### config.mk
export PLATFORM = sky130hd
export DESIGN_NAME = scm_channel
export DESIGN_NICKNAME = d
export VERILOG_FILES = /design/src/logic/scm_pkg.sv /design/src/logic/scm_strobe.sv /design/src/logic/scm_vector.sv /design/src/logic/scm_channel.sv
export SDC_FILE = /design/constraint.sdc
export NUM_CORES = 1
export LEC_CHECK = 0
export BUFFER_PORTS_ARGS = -buffer_cell sky130_fd_sc_hd__buf_2
export CAP_MARGIN = 5
export CORE_MARGIN = 2
export CORE_UTILIZATION = 32
export CTS_CLUSTER_DIAMETER = 80
export CTS_CLUSTER_SIZE = 24
export DETAILED_ROUTE_END_ITERATION = 6
export GPL_TIMING_DRIVEN = 0
export PLACE_DENSITY_LB_ADDON = 0.3
export SYNTH_ARGS = -nofsm -noshare
export SYNTH_HDL_FRONTEND = slang
export SYNTH_SLANG_ARGS = --single-unit
export TNS_END_PERCENT = 5
### constraint.sdc
create_clock -name clk -period 2.6 [get_ports clk]
set_clock_uncertainty 0.05 [all_clocks]
set_input_delay 0 -clock clk [delete_from_list [all_inputs] [get_ports clk]]
set_output_delay 0 -clock clk [all_outputs]
set_load 0.03 [all_outputs]
### src/logic/scm_pkg.sv
// Package of constants and types for the channel mode and interrupt block
// How it works
// - Two-bit field picks x1, x16, x32, x64
// - Start detect only at x16/x32/x64
// - Sync field picks 8/16-bit, flag, external
// - Stop field: sync, 1, 1.5, 2 bits
// - Sense bit: 1 even, 0 odd
// - Parity bit appended; passed unless eight-bit
// - Both registers clear on any reset
// - Polynomial bit picks CRC-16 or bit-oriented
// - CRC preset ones in flag mode, else zeros
// - Transmit strobe pulses low three cycles
// - Receive strobe pulses low three cycles
// - Receive interrupt mode field, four choices
// - Special conditions; overrun, parity latched
// - Disabled mode cancels; re-enable raises at once
// - First-char mode; special data held
// - Fixed vector or 0fh unless status-affects
// - Three vector bits encode source
// - Status-affects ORed; transmit interrupt on empty
// - Error reset clears latched flags
// - Re-arm command restores first-char mode
package scm_pkg;
  localparam logic [2:0] SCM_OFS_FORMAT = 3'h0;
  localparam logic [2:0] SCM_OFS_INTERRUPT_HANDSHAKE_CONTROL = 3'h1;
  localparam logic [2:0] SCM_OFS_CMD = 3'h2;
  localparam logic [2:0] SCM_OFS_VECTOR = 3'h3;
  localparam logic [2:0] SCM_OFS_STATUS = 3'h4;
  localparam logic [7:0] SCM_RST_FORMAT = 8'h00;
  localparam logic [7:0] SCM_RST_INTERRUPT_HANDSHAKE_CONTROL = 8'h00;
  localparam logic [7:0] SCM_RST_VECTOR = 8'h00;
  localparam logic [7:0] SCM_VEC_UNPROG = 8'h0f;
  // Format register fields
  localparam int SCM_FMT_RATE = 6;
  localparam int SCM_FMT_SYNC = 4;
  localparam int SCM_FMT_STOP = 2;
  localparam int SCM_FMT_EVEN = 1;
  localparam int SCM_FMT_PAR = 0;
  // Interrupt control fields
  localparam int SCM_INT_POLY = 7;
  localparam int SCM_INT_TRANSMIT_REQUEST_STROBE = 6;
  localparam int SCM_INT_RECEIVE_REQUEST_STROBE = 5;
  localparam int SCM_INT_RXMODE = 3;
  localparam int SCM_INT_SAV = 2;
  localparam int SCM_INT_TXIE = 1;
  // Command field and codes
  localparam int SCM_CMD_POS = 3;
  localparam logic [2:0] SCM_CMD_CHAN_RESET = 3'h3;
  localparam logic [2:0] SCM_CMD_NEXT_CHAR = 3'h4;
  localparam logic [2:0] SCM_CMD_TX_INT_RESET = 3'h5;
  localparam logic [2:0] SCM_CMD_ERR_RESET = 3'h6;
  // Status register flag positions
  localparam int SCM_ST_EOF = 7;
  localparam int SCM_ST_FRAME = 6;
  localparam int SCM_ST_OVERRUN = 5;
  localparam int SCM_ST_PARITY = 4;
  localparam int SCM_ST_HELD = 1;
  localparam int SCM_ST_SAV_ANY = 0;
  // Vector source field
  localparam int SCM_VEC_SRC_LSB = 1;
  localparam int SCM_STROBE_CYCLES = 3;
  typedef enum logic [1:0] {
    SCM_X1, SCM_X16, SCM_X32, SCM_X64
  } scm_rate_t;
  typedef enum logic [1:0] {
    SCM_SYNC8, SCM_SYNC16, SCM_FLAG, SCM_EXTSYNC
  } scm_sync_t;
  typedef enum logic [1:0] {
    SCM_STOP_SYNC, SCM_STOP_1, SCM_STOP_1P5, SCM_STOP_2
  } scm_stop_t;
  typedef enum logic [1:0] {
    SCM_RX_OFF, SCM_RX_FIRST, SCM_RX_ALL_PE, SCM_RX_ALL
  } scm_rxmode_t;
  // Pending source bits, index equals low vector code
  localparam int SCM_SRC_TX = 0;
  localparam int SCM_SRC_EXT = 1;
  localparam int SCM_SRC_RX = 2;
  localparam int SCM_SRC_SPECIAL = 3;
endpackage : scm_pkg

### src/logic/scm_strobe.sv
// Three-cycle active-low request strobe generator
`timescale 1ns/1ns
module scm_strobe #(
  parameter int CYCLES = scm_pkg::SCM_STROBE_CYCLES
) (
  input wire logic clk,
  input wire logic srst,
  input wire logic trig,
  output logic strobe_n
);
  logic [3:0] cnt_reg;

  // Trigger in the first two low cycles is absorbed; in the third it restarts the pulse
  always_ff @(posedge clk) begin
    if (srst) begin
      cnt_reg <= 4'h0;
      strobe_n <= 1'b1;
    end else if (trig && cnt_reg == 4'h0) begin
      cnt_reg <= 4'(CYCLES - 1);
      strobe_n <= 1'b0;
    end else if (cnt_reg != 4'h0) begin
      cnt_reg <= cnt_reg - 4'h1;
      strobe_n <= 1'b0;
    end else begin
      strobe_n <= 1'b1;
    end
  end
endmodule : scm_strobe

### src/logic/scm_vector.sv
// Priority encoder for the variable interrupt vector field
`timescale 1ns/1ns
module scm_vector (
  input wire logic [3:0] pend_a,
  input wire logic [3:0] pend_b,
  output logic any,
  output logic [2:0] src
);
  // Special over receive over transmit over external
  function automatic logic [1:0] scm_pick(input logic [3:0] p);
    logic [1:0] r;
    r = 2'(scm_pkg::SCM_SRC_EXT);
    if (p[scm_pkg::SCM_SRC_SPECIAL]) begin
      r = 2'(scm_pkg::SCM_SRC_SPECIAL);
    end else if (p[scm_pkg::SCM_SRC_RX]) begin
      r = 2'(scm_pkg::SCM_SRC_RX);
    end else if (p[scm_pkg::SCM_SRC_TX]) begin
      r = 2'(scm_pkg::SCM_SRC_TX);
    end
    return r;
  endfunction : scm_pick

  always_comb begin
    any = (pend_a != 4'h0) || (pend_b != 4'h0);
    if (pend_a != 4'h0) begin
      src = {1'b1, scm_pick(pend_a)};
    end else begin
      src = {1'b0, scm_pick(pend_b)};
    end
  end
endmodule : scm_vector

### src/logic/scm_channel.sv
// One channel of format, interrupt and handshake control
`timescale 1ns/1ns
module scm_channel #(
  parameter bit IS_CH_A = 1'b1
) (
  input wire logic clk,
  input wire logic srst,
  input wire logic [2:0] addr,
  input wire logic [7:0] wdata,
  input wire logic wr,
  input wire logic rd,
  output logic [7:0] rdata,
  input wire logic char_boundary,
  input wire logic rx_eight_bits,
  input wire logic [7:0] tx_char,
  input wire logic tx_empty_evt,
  input wire logic tx_load,
  input wire logic rx_char_evt,
  input wire logic rx_char_avail,
  input wire logic rx_char_read,
  input wire logic overrun_evt,
  input wire logic parity_err_evt,
  input wire logic framing_err_evt,
  input wire logic end_of_frame_evt,
  input wire logic ext_status_pend,
  input wire logic other_sav,
  input wire logic [3:0] other_pend,
  output logic [1:0] clock_ratio,
  output logic start_detect_en,
  output logic sync_active,
  output logic [1:0] sync_mode,
  output logic [1:0] stop_bits,
  output logic parity_en,
  output logic parity_even,
  output logic tx_parity_bit,
  output logic rx_keep_parity,
  output logic polynomial_select,
  output logic crc_preset_ones,
  output logic rx_hold_data,
  output logic transmit_request_strobe,
  output logic receive_request_strobe,
  output logic [3:0] chan_pend,
  output logic sav_out,
  output logic int_req,
  output logic [7:0] vector_out
);
  logic [7:0] fmt_reg;
  logic [7:0] interrupt_handshake_control_reg;
  logic [7:0] vector_reg;
  logic vec_prog_reg;
  logic [7:0] act_reg;
  logic [3:0] err_reg;
  logic first_armed_reg;
  logic first_pend_reg;
  logic tx_pend_reg;
  logic cmd_wr;
  logic chan_rst;
  logic err_rst;
  logic is_sync;
  logic special;
  logic [1:0] rx_mode;
  logic [3:0] pend;
  logic enc_any;
  logic [2:0] enc_src;
  logic [3:0] pend_a;
  logic [3:0] pend_b;
  logic sav_eff;
  logic tx_trig;
  logic rx_trig;

  // Even parity bit is the XOR, odd its inverse
  function automatic logic scm_parity(input logic [7:0] d, input logic ev);
    return ^d ^ ~ev;
  endfunction : scm_parity

  assign cmd_wr = wr && addr == scm_pkg::SCM_OFS_CMD;
  assign chan_rst = cmd_wr &&
    wdata[scm_pkg::SCM_CMD_POS +: 3] == scm_pkg::SCM_CMD_CHAN_RESET;
  assign err_rst = cmd_wr &&
    wdata[scm_pkg::SCM_CMD_POS +: 3] == scm_pkg::SCM_CMD_ERR_RESET;
  assign is_sync = act_reg[scm_pkg::SCM_FMT_STOP +: 2] ==
    2'(scm_pkg::SCM_STOP_SYNC);
  assign rx_mode = interrupt_handshake_control_reg[scm_pkg::SCM_INT_RXMODE +: 2];
  assign sav_eff = interrupt_handshake_control_reg[scm_pkg::SCM_INT_SAV] | other_sav;

  // Special receive condition from the latched flags only
  assign special = err_reg[3:1] != 3'h0 ||
    (rx_mode == 2'(scm_pkg::SCM_RX_ALL_PE) && err_reg[0]);

  // Format and interrupt control registers
  always_ff @(posedge clk) begin
    if (srst || chan_rst) begin
      fmt_reg <= scm_pkg::SCM_RST_FORMAT;
      interrupt_handshake_control_reg <= scm_pkg::SCM_RST_INTERRUPT_HANDSHAKE_CONTROL;
    end else if (wr && addr == scm_pkg::SCM_OFS_FORMAT) begin
      fmt_reg <= wdata;
    end else if (wr && addr == scm_pkg::SCM_OFS_INTERRUPT_HANDSHAKE_CONTROL) begin
      interrupt_handshake_control_reg <= wdata;
    end
  end

  // Vector survives channel reset; hardware reset marks unprogrammed
  always_ff @(posedge clk) begin
    if (srst) begin
      vector_reg <= scm_pkg::SCM_RST_VECTOR;
      vec_prog_reg <= 1'b0;
    end else if (wr && addr == scm_pkg::SCM_OFS_VECTOR) begin
      vector_reg <= wdata;
      vec_prog_reg <= 1'b1;
    end
  end

  // Active format taken only between characters
  always_ff @(posedge clk) begin
    if (srst || chan_rst) begin
      act_reg <= scm_pkg::SCM_RST_FORMAT;
    end else if (char_boundary) begin
      act_reg <= fmt_reg;
    end
  end

  // Latched flags: {eof, framing, overrun, parity}; set wins over clear
  always_ff @(posedge clk) begin
    if (srst || chan_rst) begin
      err_reg <= 4'h0;
    end else begin
      err_reg <= (err_rst ? 4'h0 : err_reg) | {
        end_of_frame_evt && is_sync &&
          act_reg[scm_pkg::SCM_FMT_SYNC +: 2] == 2'(scm_pkg::SCM_FLAG),
        framing_err_evt && !is_sync,
        overrun_evt,
        parity_err_evt && act_reg[scm_pkg::SCM_FMT_PAR] &&
          rx_mode == 2'(scm_pkg::SCM_RX_ALL_PE)};
    end
  end

  // First-character arming and its pending request
  always_ff @(posedge clk) begin
    if (srst || chan_rst) begin
      first_armed_reg <= 1'b1;
      first_pend_reg <= 1'b0;
    end else begin
      if (cmd_wr && wdata[scm_pkg::SCM_CMD_POS +: 3] ==
          scm_pkg::SCM_CMD_NEXT_CHAR) begin
        first_armed_reg <= 1'b1;
      end else if (rx_mode == 2'(scm_pkg::SCM_RX_FIRST) &&
          first_armed_reg && rx_char_avail) begin
        first_armed_reg <= 1'b0;
      end
      if (rx_mode == 2'(scm_pkg::SCM_RX_FIRST) && first_armed_reg &&
          rx_char_avail) begin
        first_pend_reg <= 1'b1;
      end else if (rx_char_read ||
          rx_mode == 2'(scm_pkg::SCM_RX_OFF)) begin
        first_pend_reg <= 1'b0;
      end
    end
  end

  // Transmit pending: empty sets, command or load clears
  always_ff @(posedge clk) begin
    if (srst || chan_rst) begin
      tx_pend_reg <= 1'b0;
    end else if (tx_empty_evt && interrupt_handshake_control_reg[scm_pkg::SCM_INT_TXIE]) begin
      tx_pend_reg <= 1'b1;
    end else if (tx_load || !interrupt_handshake_control_reg[scm_pkg::SCM_INT_TXIE] ||
        (cmd_wr && wdata[scm_pkg::SCM_CMD_POS +: 3] ==
        scm_pkg::SCM_CMD_TX_INT_RESET)) begin
      tx_pend_reg <= 1'b0;
    end
  end

  // Receive requests are levels so re-enabling raises at once
  always_comb begin
    pend = 4'h0;
    pend[scm_pkg::SCM_SRC_TX] = tx_pend_reg;
    pend[scm_pkg::SCM_SRC_EXT] = ext_status_pend;
    if (rx_mode != 2'(scm_pkg::SCM_RX_OFF)) begin
      pend[scm_pkg::SCM_SRC_SPECIAL] = special;
      if (rx_mode == 2'(scm_pkg::SCM_RX_FIRST)) begin
        pend[scm_pkg::SCM_SRC_RX] = first_pend_reg && !special;
      end else begin
        pend[scm_pkg::SCM_SRC_RX] = rx_char_avail;
      end
    end
  end

  assign pend_a = IS_CH_A ? pend : other_pend;
  assign pend_b = IS_CH_A ? other_pend : pend;

  scm_vector u_vector (
    .pend_a(pend_a),
    .pend_b(pend_b),
    .any(enc_any),
    .src(enc_src)
  );

  assign tx_trig = tx_empty_evt && interrupt_handshake_control_reg[scm_pkg::SCM_INT_TRANSMIT_REQUEST_STROBE];
  assign rx_trig = rx_char_evt && interrupt_handshake_control_reg[scm_pkg::SCM_INT_RECEIVE_REQUEST_STROBE] &&
    !(rx_mode == 2'(scm_pkg::SCM_RX_FIRST) && special);

  scm_strobe u_tx_strobe (
    .clk(clk),
    .srst(srst),
    .trig(tx_trig),
    .strobe_n(transmit_request_strobe)
  );

  scm_strobe u_rx_strobe (
    .clk(clk),
    .srst(srst),
    .trig(rx_trig),
    .strobe_n(receive_request_strobe)
  );

  // Decoded format outputs
  always_ff @(posedge clk) begin
    if (srst) begin
      clock_ratio <= 2'(scm_pkg::SCM_X1);
      start_detect_en <= 1'b0;
      sync_active <= 1'b0;
      sync_mode <= 2'(scm_pkg::SCM_SYNC8);
      stop_bits <= 2'(scm_pkg::SCM_STOP_SYNC);
      parity_en <= 1'b0;
      parity_even <= 1'b0;
      rx_keep_parity <= 1'b0;
      tx_parity_bit <= 1'b0;
    end else begin
      clock_ratio <= act_reg[scm_pkg::SCM_FMT_RATE +: 2];
      start_detect_en <= act_reg[scm_pkg::SCM_FMT_RATE +: 2] !=
        2'(scm_pkg::SCM_X1);
      sync_active <= is_sync;
      sync_mode <= is_sync ? act_reg[scm_pkg::SCM_FMT_SYNC +: 2] :
        2'(scm_pkg::SCM_SYNC8);
      stop_bits <= act_reg[scm_pkg::SCM_FMT_STOP +: 2];
      parity_en <= act_reg[scm_pkg::SCM_FMT_PAR];
      parity_even <= act_reg[scm_pkg::SCM_FMT_PAR] &&
        act_reg[scm_pkg::SCM_FMT_EVEN];
      rx_keep_parity <= act_reg[scm_pkg::SCM_FMT_PAR] &&
        !rx_eight_bits;
      tx_parity_bit <= act_reg[scm_pkg::SCM_FMT_PAR] &&
        scm_parity(tx_char, act_reg[scm_pkg::SCM_FMT_EVEN]);
    end
  end

  // CRC selection, holding, interrupt and vector outputs
  always_ff @(posedge clk) begin
    if (srst) begin
      polynomial_select <= 1'b0;
      crc_preset_ones <= 1'b0;
      rx_hold_data <= 1'b0;
      chan_pend <= 4'h0;
      sav_out <= 1'b0;
      int_req <= 1'b0;
      vector_out <= scm_pkg::SCM_VEC_UNPROG;
    end else begin
      polynomial_select <= is_sync &&
        interrupt_handshake_control_reg[scm_pkg::SCM_INT_POLY];
      crc_preset_ones <= is_sync &&
        act_reg[scm_pkg::SCM_FMT_SYNC +: 2] ==
        2'(scm_pkg::SCM_FLAG);
      rx_hold_data <= rx_mode == 2'(scm_pkg::SCM_RX_FIRST) &&
        special;
      chan_pend <= pend;
      sav_out <= interrupt_handshake_control_reg[scm_pkg::SCM_INT_SAV];
      int_req <= pend != 4'h0;
      if (!vec_prog_reg) begin
        vector_out <= scm_pkg::SCM_VEC_UNPROG;
      end else if (sav_eff && enc_any) begin
        vector_out <= vector_reg;
        vector_out[scm_pkg::SCM_VEC_SRC_LSB +: 3] <= enc_src;
      end else begin
        vector_out <= vector_reg;
      end
    end
  end

  // Register read port, data one cycle after the strobe
  always_ff @(posedge clk) begin
    if (srst) begin
      rdata <= 8'h00;
    end else if (rd) begin
      if (addr == scm_pkg::SCM_OFS_FORMAT) begin
        rdata <= fmt_reg;
      end else if (addr == scm_pkg::SCM_OFS_INTERRUPT_HANDSHAKE_CONTROL) begin
        rdata <= interrupt_handshake_control_reg;
      end else if (addr == scm_pkg::SCM_OFS_VECTOR) begin
        rdata <= vector_out;
      end else if (addr == scm_pkg::SCM_OFS_STATUS) begin
        rdata <= {err_reg, 2'h0,
          rx_mode == 2'(scm_pkg::SCM_RX_FIRST) && special, sav_eff};
      end else begin
        rdata <= 8'h00;
      end
    end else begin
      rdata <= 8'h00;
    end
  end

  // Checks
  a_reset_clears: assert property (@(posedge clk)
    srst |=> fmt_reg == 8'h00 && interrupt_handshake_control_reg == 8'h00)
    else $error("control registers not cleared by reset");
  a_chan_reset_clears: assert property (@(posedge clk) disable iff (srst)
    chan_rst |=> fmt_reg == 8'h00 && interrupt_handshake_control_reg == 8'h00)
    else $error("control registers not cleared by channel reset");
  a_ratio_follows: assert property (@(posedge clk) disable iff (srst)
    !$past(srst) |-> clock_ratio == $past(act_reg[7:6]))
    else $error("clock ratio does not follow active format");
  a_start_detect_x1: assert property (@(posedge clk) disable iff (srst)
    clock_ratio == 2'h0 |-> !start_detect_en)
    else $error("start detection enabled at x1");
  a_sync_stop_code: assert property (@(posedge clk) disable iff (srst)
    sync_active |-> stop_bits == 2'h0)
    else $error("sync operation without sync stop code");
  a_parity_sense_off: assert property (@(posedge clk) disable iff (srst)
    !parity_en |-> !parity_even && !tx_parity_bit)
    else $error("parity sense active while parity disabled");
  a_crc_preset_sync: assert property (@(posedge clk) disable iff (srst)
    crc_preset_ones |-> sync_mode == 2'h2 && sync_active)
    else $error("ones preset outside flag mode");
  a_poly_async_off: assert property (@(posedge clk) disable iff (srst)
    !$past(is_sync) |-> !polynomial_select)
    else $error("polynomial select active in async mode");
  a_tx_strobe_three: assert property (@(posedge clk) disable iff (srst)
    $fell(transmit_request_strobe) |->
    !transmit_request_strobe [*3] ##1
    (transmit_request_strobe || $past(tx_trig)))
    else $error("transmit strobe not three cycles low");
  a_tx_strobe_cause: assert property (@(posedge clk) disable iff (srst)
    $fell(transmit_request_strobe) |-> $past(tx_trig))
    else $error("transmit strobe without enabled empty event");
  a_rx_strobe_three: assert property (@(posedge clk) disable iff (srst)
    $fell(receive_request_strobe) |->
    $past(rx_trig) ##0 !receive_request_strobe [*3])
    else $error("receive strobe wrong length or cause");
  a_rx_off_quiet: assert property (@(posedge clk) disable iff (srst)
    rx_mode == 2'h0 |-> pend[3:2] == 2'h0)
    else $error("receive request while receive interrupts disabled");
  a_err_reset_clear: assert property (@(posedge clk) disable iff (srst)
    err_rst && !overrun_evt && !parity_err_evt && !framing_err_evt &&
    !end_of_frame_evt |=> err_reg == 4'h0)
    else $error("error reset did not clear latched flags");
  a_overrun_latch: assert property (@(posedge clk) disable iff (srst)
    overrun_evt && !chan_rst |=> err_reg[1])
    else $error("overrun not latched");
  a_unprog_vector: assert property (@(posedge clk) disable iff (srst)
    !$past(vec_prog_reg) |-> vector_out == 8'h0f)
    else $error("unprogrammed vector is not 0fh");
  a_tx_pend_set: assert property (@(posedge clk) disable iff (srst)
    tx_empty_evt && interrupt_handshake_control_reg[1] && !chan_rst |=> tx_pend_reg)
    else $error("transmit empty did not raise request");
  c_first_char: cover property (@(posedge clk) disable iff (srst)
    rx_mode == 2'h1 && first_pend_reg);
  c_variable_vector: cover property (@(posedge clk) disable iff (srst)
    sav_eff && enc_any && vec_prog_reg);
  c_held_special: cover property (@(posedge clk) disable iff (srst)
    rx_hold_data ##1 err_rst);
endmodule : scm_channel

==> results by group <==
STA
  – Slew at the pin closest to its max-slew limit: roughly 610 ps
  – Post-route clock period utilization: 65.9%
  – Max-slew violations: 0
  – Final count of hold timing violations: 0
  – Setup ws final: 887 ps
  – Period minus WS final: 1710 ps
  – TNS Setup: 0 ps
  – RSZ-0062 raised after global routing: false
  – Slew margin rel.: 59.0%
  – Final setup viols: 0
  – Peak Freq: 584 MHz

Power
  – Pwr Density: 670 nW/µm²
  – Leakage: 1.87 nW
  – Worst vdd ir: 219 µV

Critical path
  – Reg2reg end: vector_out[3]$_SDFF_PP1_
  – CP max stage cell: nor3_1
  – Setup crit end: vector_out[3]$_SDFF_PP1_
  – CP arrival: between 1500 and 2000 ps
  – Reg-to-reg startpoint: err_reg[1]$_SDFF_PP0_
  – Critical Path Sink Type: flop
  – WS Path Type: flop to flop
  – Crit-path most repeated cell: nor3_1
  – CP Launch Point: err_reg[1]$_SDFF_PP0_
  – Register-to-register setup slack: 890 ps
  – Worst EP required: 2770 ps
  – Register-to-Register Path Depth: 4
  – Worst stage delay on the critical path: slightly above 500 ps
  – Crit path launch type: flop
  – CP Cell Sequence: nor3_1, a32oi_1, nor3_1, o211ai_1
  – Delay-heaviest family, CP: simple AND/OR/NAND/NOR gates
  – CP bufs+invs: 0
  – Crit. path cell count: 4
  – Highest net fanout along the worst path: 5

Yosys
  – Mapped Avg Cell Area: a little under 9 µm²
  – Synth top cells by count: dfxtp_1 (87), nand2_1 (48), nor2_1 (46), a21oi_1 (36)
  – Post-synth EDFFs: 0
  – Async SR Flop Fraction: 0%
  – Seq/Total Area, Yosys: 50.9%
  – Most common cell in the synthesized netlist: dfxtp_1
  – Ys Warns: 0
  – Syn_nets: 426
  – Yosys top cell area share: between 50% and 60%
  – Cell variety after synth: 52
  – Area leader, netlist: dfxtp_1
  – Yosys reg bits: 87
  – Top post-synthesis cells by area: dfxtp_1 (51%), a21oi_1 (5.3%), nand2_1 (5.3%), nor2_1 (5.0%), mux2i_1 (3.2%)
  – Mapped Area: 3420 µm²
  – Cells after synthesis: 384
  – Post-synth top flop: dfxtp_1

Worst hold path
  – Min-delay worst type: input port to flop
  – Hold Startpoint: other_pend[2]

Final layout
  – Nets: 538
  – Share of post-route cells with drive strength above 1: 23.0%
  – Layout Cells excl Fill: 637
  – Syn-to-layout area delta: 29.2%
  – Filler instances: approximately 1,100
  – Multi-input logic area: 1510 µm²
  – Seq. cell area: 1740 µm²
  – Antenna cells: 0
  – Final core utilization: 42.6%

Clock tree
  – Post-CTS Setup Bufs: 0
  – Clock sink count: 87
  – Post-CTS Resized: 0
  – Clock root buffer: clkbuf_8
  – Clock transition at path regs: 90 ps
  – CTS Buffer Depth: 2
  – Htree depth: 3
  – TritonCTS clock tree: yes
  – TritonCTS Buffers: 9
  – Clock Latency Late Sink: 370 ps

Placement
  – IO buf count: 76
  – Global placer's final weighted congestion: 0.854
  – DP Wirelength: 6930 µm
  – Pre-CTS WS: 953 ps
  – # placed instances: roughly 600

Global route
  – First-pass GRT wire length: roughly 15,000 µm
  – Tot GR Track Use: about 17%
  – Initial antenna violation count: 0
  – Gr ovfl total: 0
  – Vias in the first global route: 2,872
  – Largest net degree at the start of global routing: 16

Route
  – WL final: 9290 µm
  – Mean routed wirelength per cell: 14.6 µm
  – Via count: 3,086
  – Via density per instance: about 4.8
  – Detail Route Antenna Nets: 0
  – Starting DRC count in detailed routing: 209
  – Total iterations of the first detailed-routing run: 5
  – DRC errors left: 0

Die
  – Core area: 10,400 µm²
  – Die Ht: about 110 µm
  – Die Footprint: 11,500 µm²
  – Ports: just under 80
  – Die width: 107 µm
  – # rows: 37
  – Initial Util: between 30% and 40%

Run status
  – Status: completed

Flow run
  – Total of max-cap violations: 0
power breakdown:
group          switching [mW]  internal [mW]
Sequential             0.0500           1.42
Clock                   0.503          0.451
Combinational           0.303          0.236
Total                   0.856           2.10
through the flow:
stage | hold slack (ps) | area, µm² | total power, mW
2_1_floorplan | 22.4 | 3420 | 1.86
3_3_place_gp | 114 | 3970 | 1.99
3_5_place_dp | 120 | 3970 | 2.01
4_1_cts | 2.62 | 4410 | 2.98
5_1_grt | 44.8 | 4420 | 3.14
6_report | 29.2 | 4420 | 2.96
how the worst min path moves through the flow:
| stage | endpoint | slack [ps] | cells after the start |
|---|---|---|---|
| after floorplan | rx_keep_parity$_SDFF_PP0_ | 20 | 1 |
| after global placement | rx_keep_parity$_SDFF_PP0_ | 110 | 2 |
| after detailed placement | rx_keep_parity$_SDFF_PP0_ | 120 | 2 |
| after CTS | rdata[2]$_SDFF_PP0_ | 3 | 3 |
| after global routing | rdata[3]$_SDFF_PP0_ | 40 | 3 |
| final | vector_out[3]$_SDFF_PP1_ | 30 | 4 |
area by class of cell:
class,count,area share [%]
timing repair buffer,101,14.3
clock buffer,10,2.89
inverter,17,1.44
sequential,87,39.4
tap,136,3.85
clock inverter,6,1.59
multi-input combinational,261,34.1
buffer,19,2.46
cells in the final DEF, fill, tap and decap left out, types with 5 or more instances in the layout:
cell type | netlist | layout
a21oi_1 | 36 | 36
and2_1 | 10 | 10
buf_2 | 7 | 83
clkbuf_8 | 0 | 9
dfxtp_1 | 87 | 87
dlygate4sd3_1 | 0 | 25
inv_1 | 17 | 17
mux2i_1 | 11 | 11
nand2_1 | 48 | 48
nor2_1 | 46 | 46
nor2b_1 | 17 | 17
nor3_1 | 8 | 8
o21ai_0 | 13 | 13
xnor2_1 | 5 | 5
worst min-delay path, delay by kind of cell:
family | cells | cell delay (ps)
compound gates | 2 | 220
buf+inv | 1 | 100
simple gates | 1 | 70
per-layer routing:
layer  part of all wire (%)  track usage (%)
met5                      0                0
met4                    2.0             6.41
met3                    7.8             4.18
met2                     42             25.1
met1                     48             23.3
what timing repair did:
action                                  in CTS  in global routing
hold buffers                                24                  1
hold endpoints to repair                    44                  1
endpoints found under the setup margin       0                  0
logic make-up after synthesis:
kind of cell / after synthesis / synth area share (%)
simple gates: 160 / 23.1
xor+xnor: 7 / 2.19
compound gates: 79 / 14.2
mux: 13 / 3.88
fa+ha+maj: 2 / 0.731
buf+inv: 36 / 5.05
flops: 87 / 50.9
(Power assumes the default switching activity.)
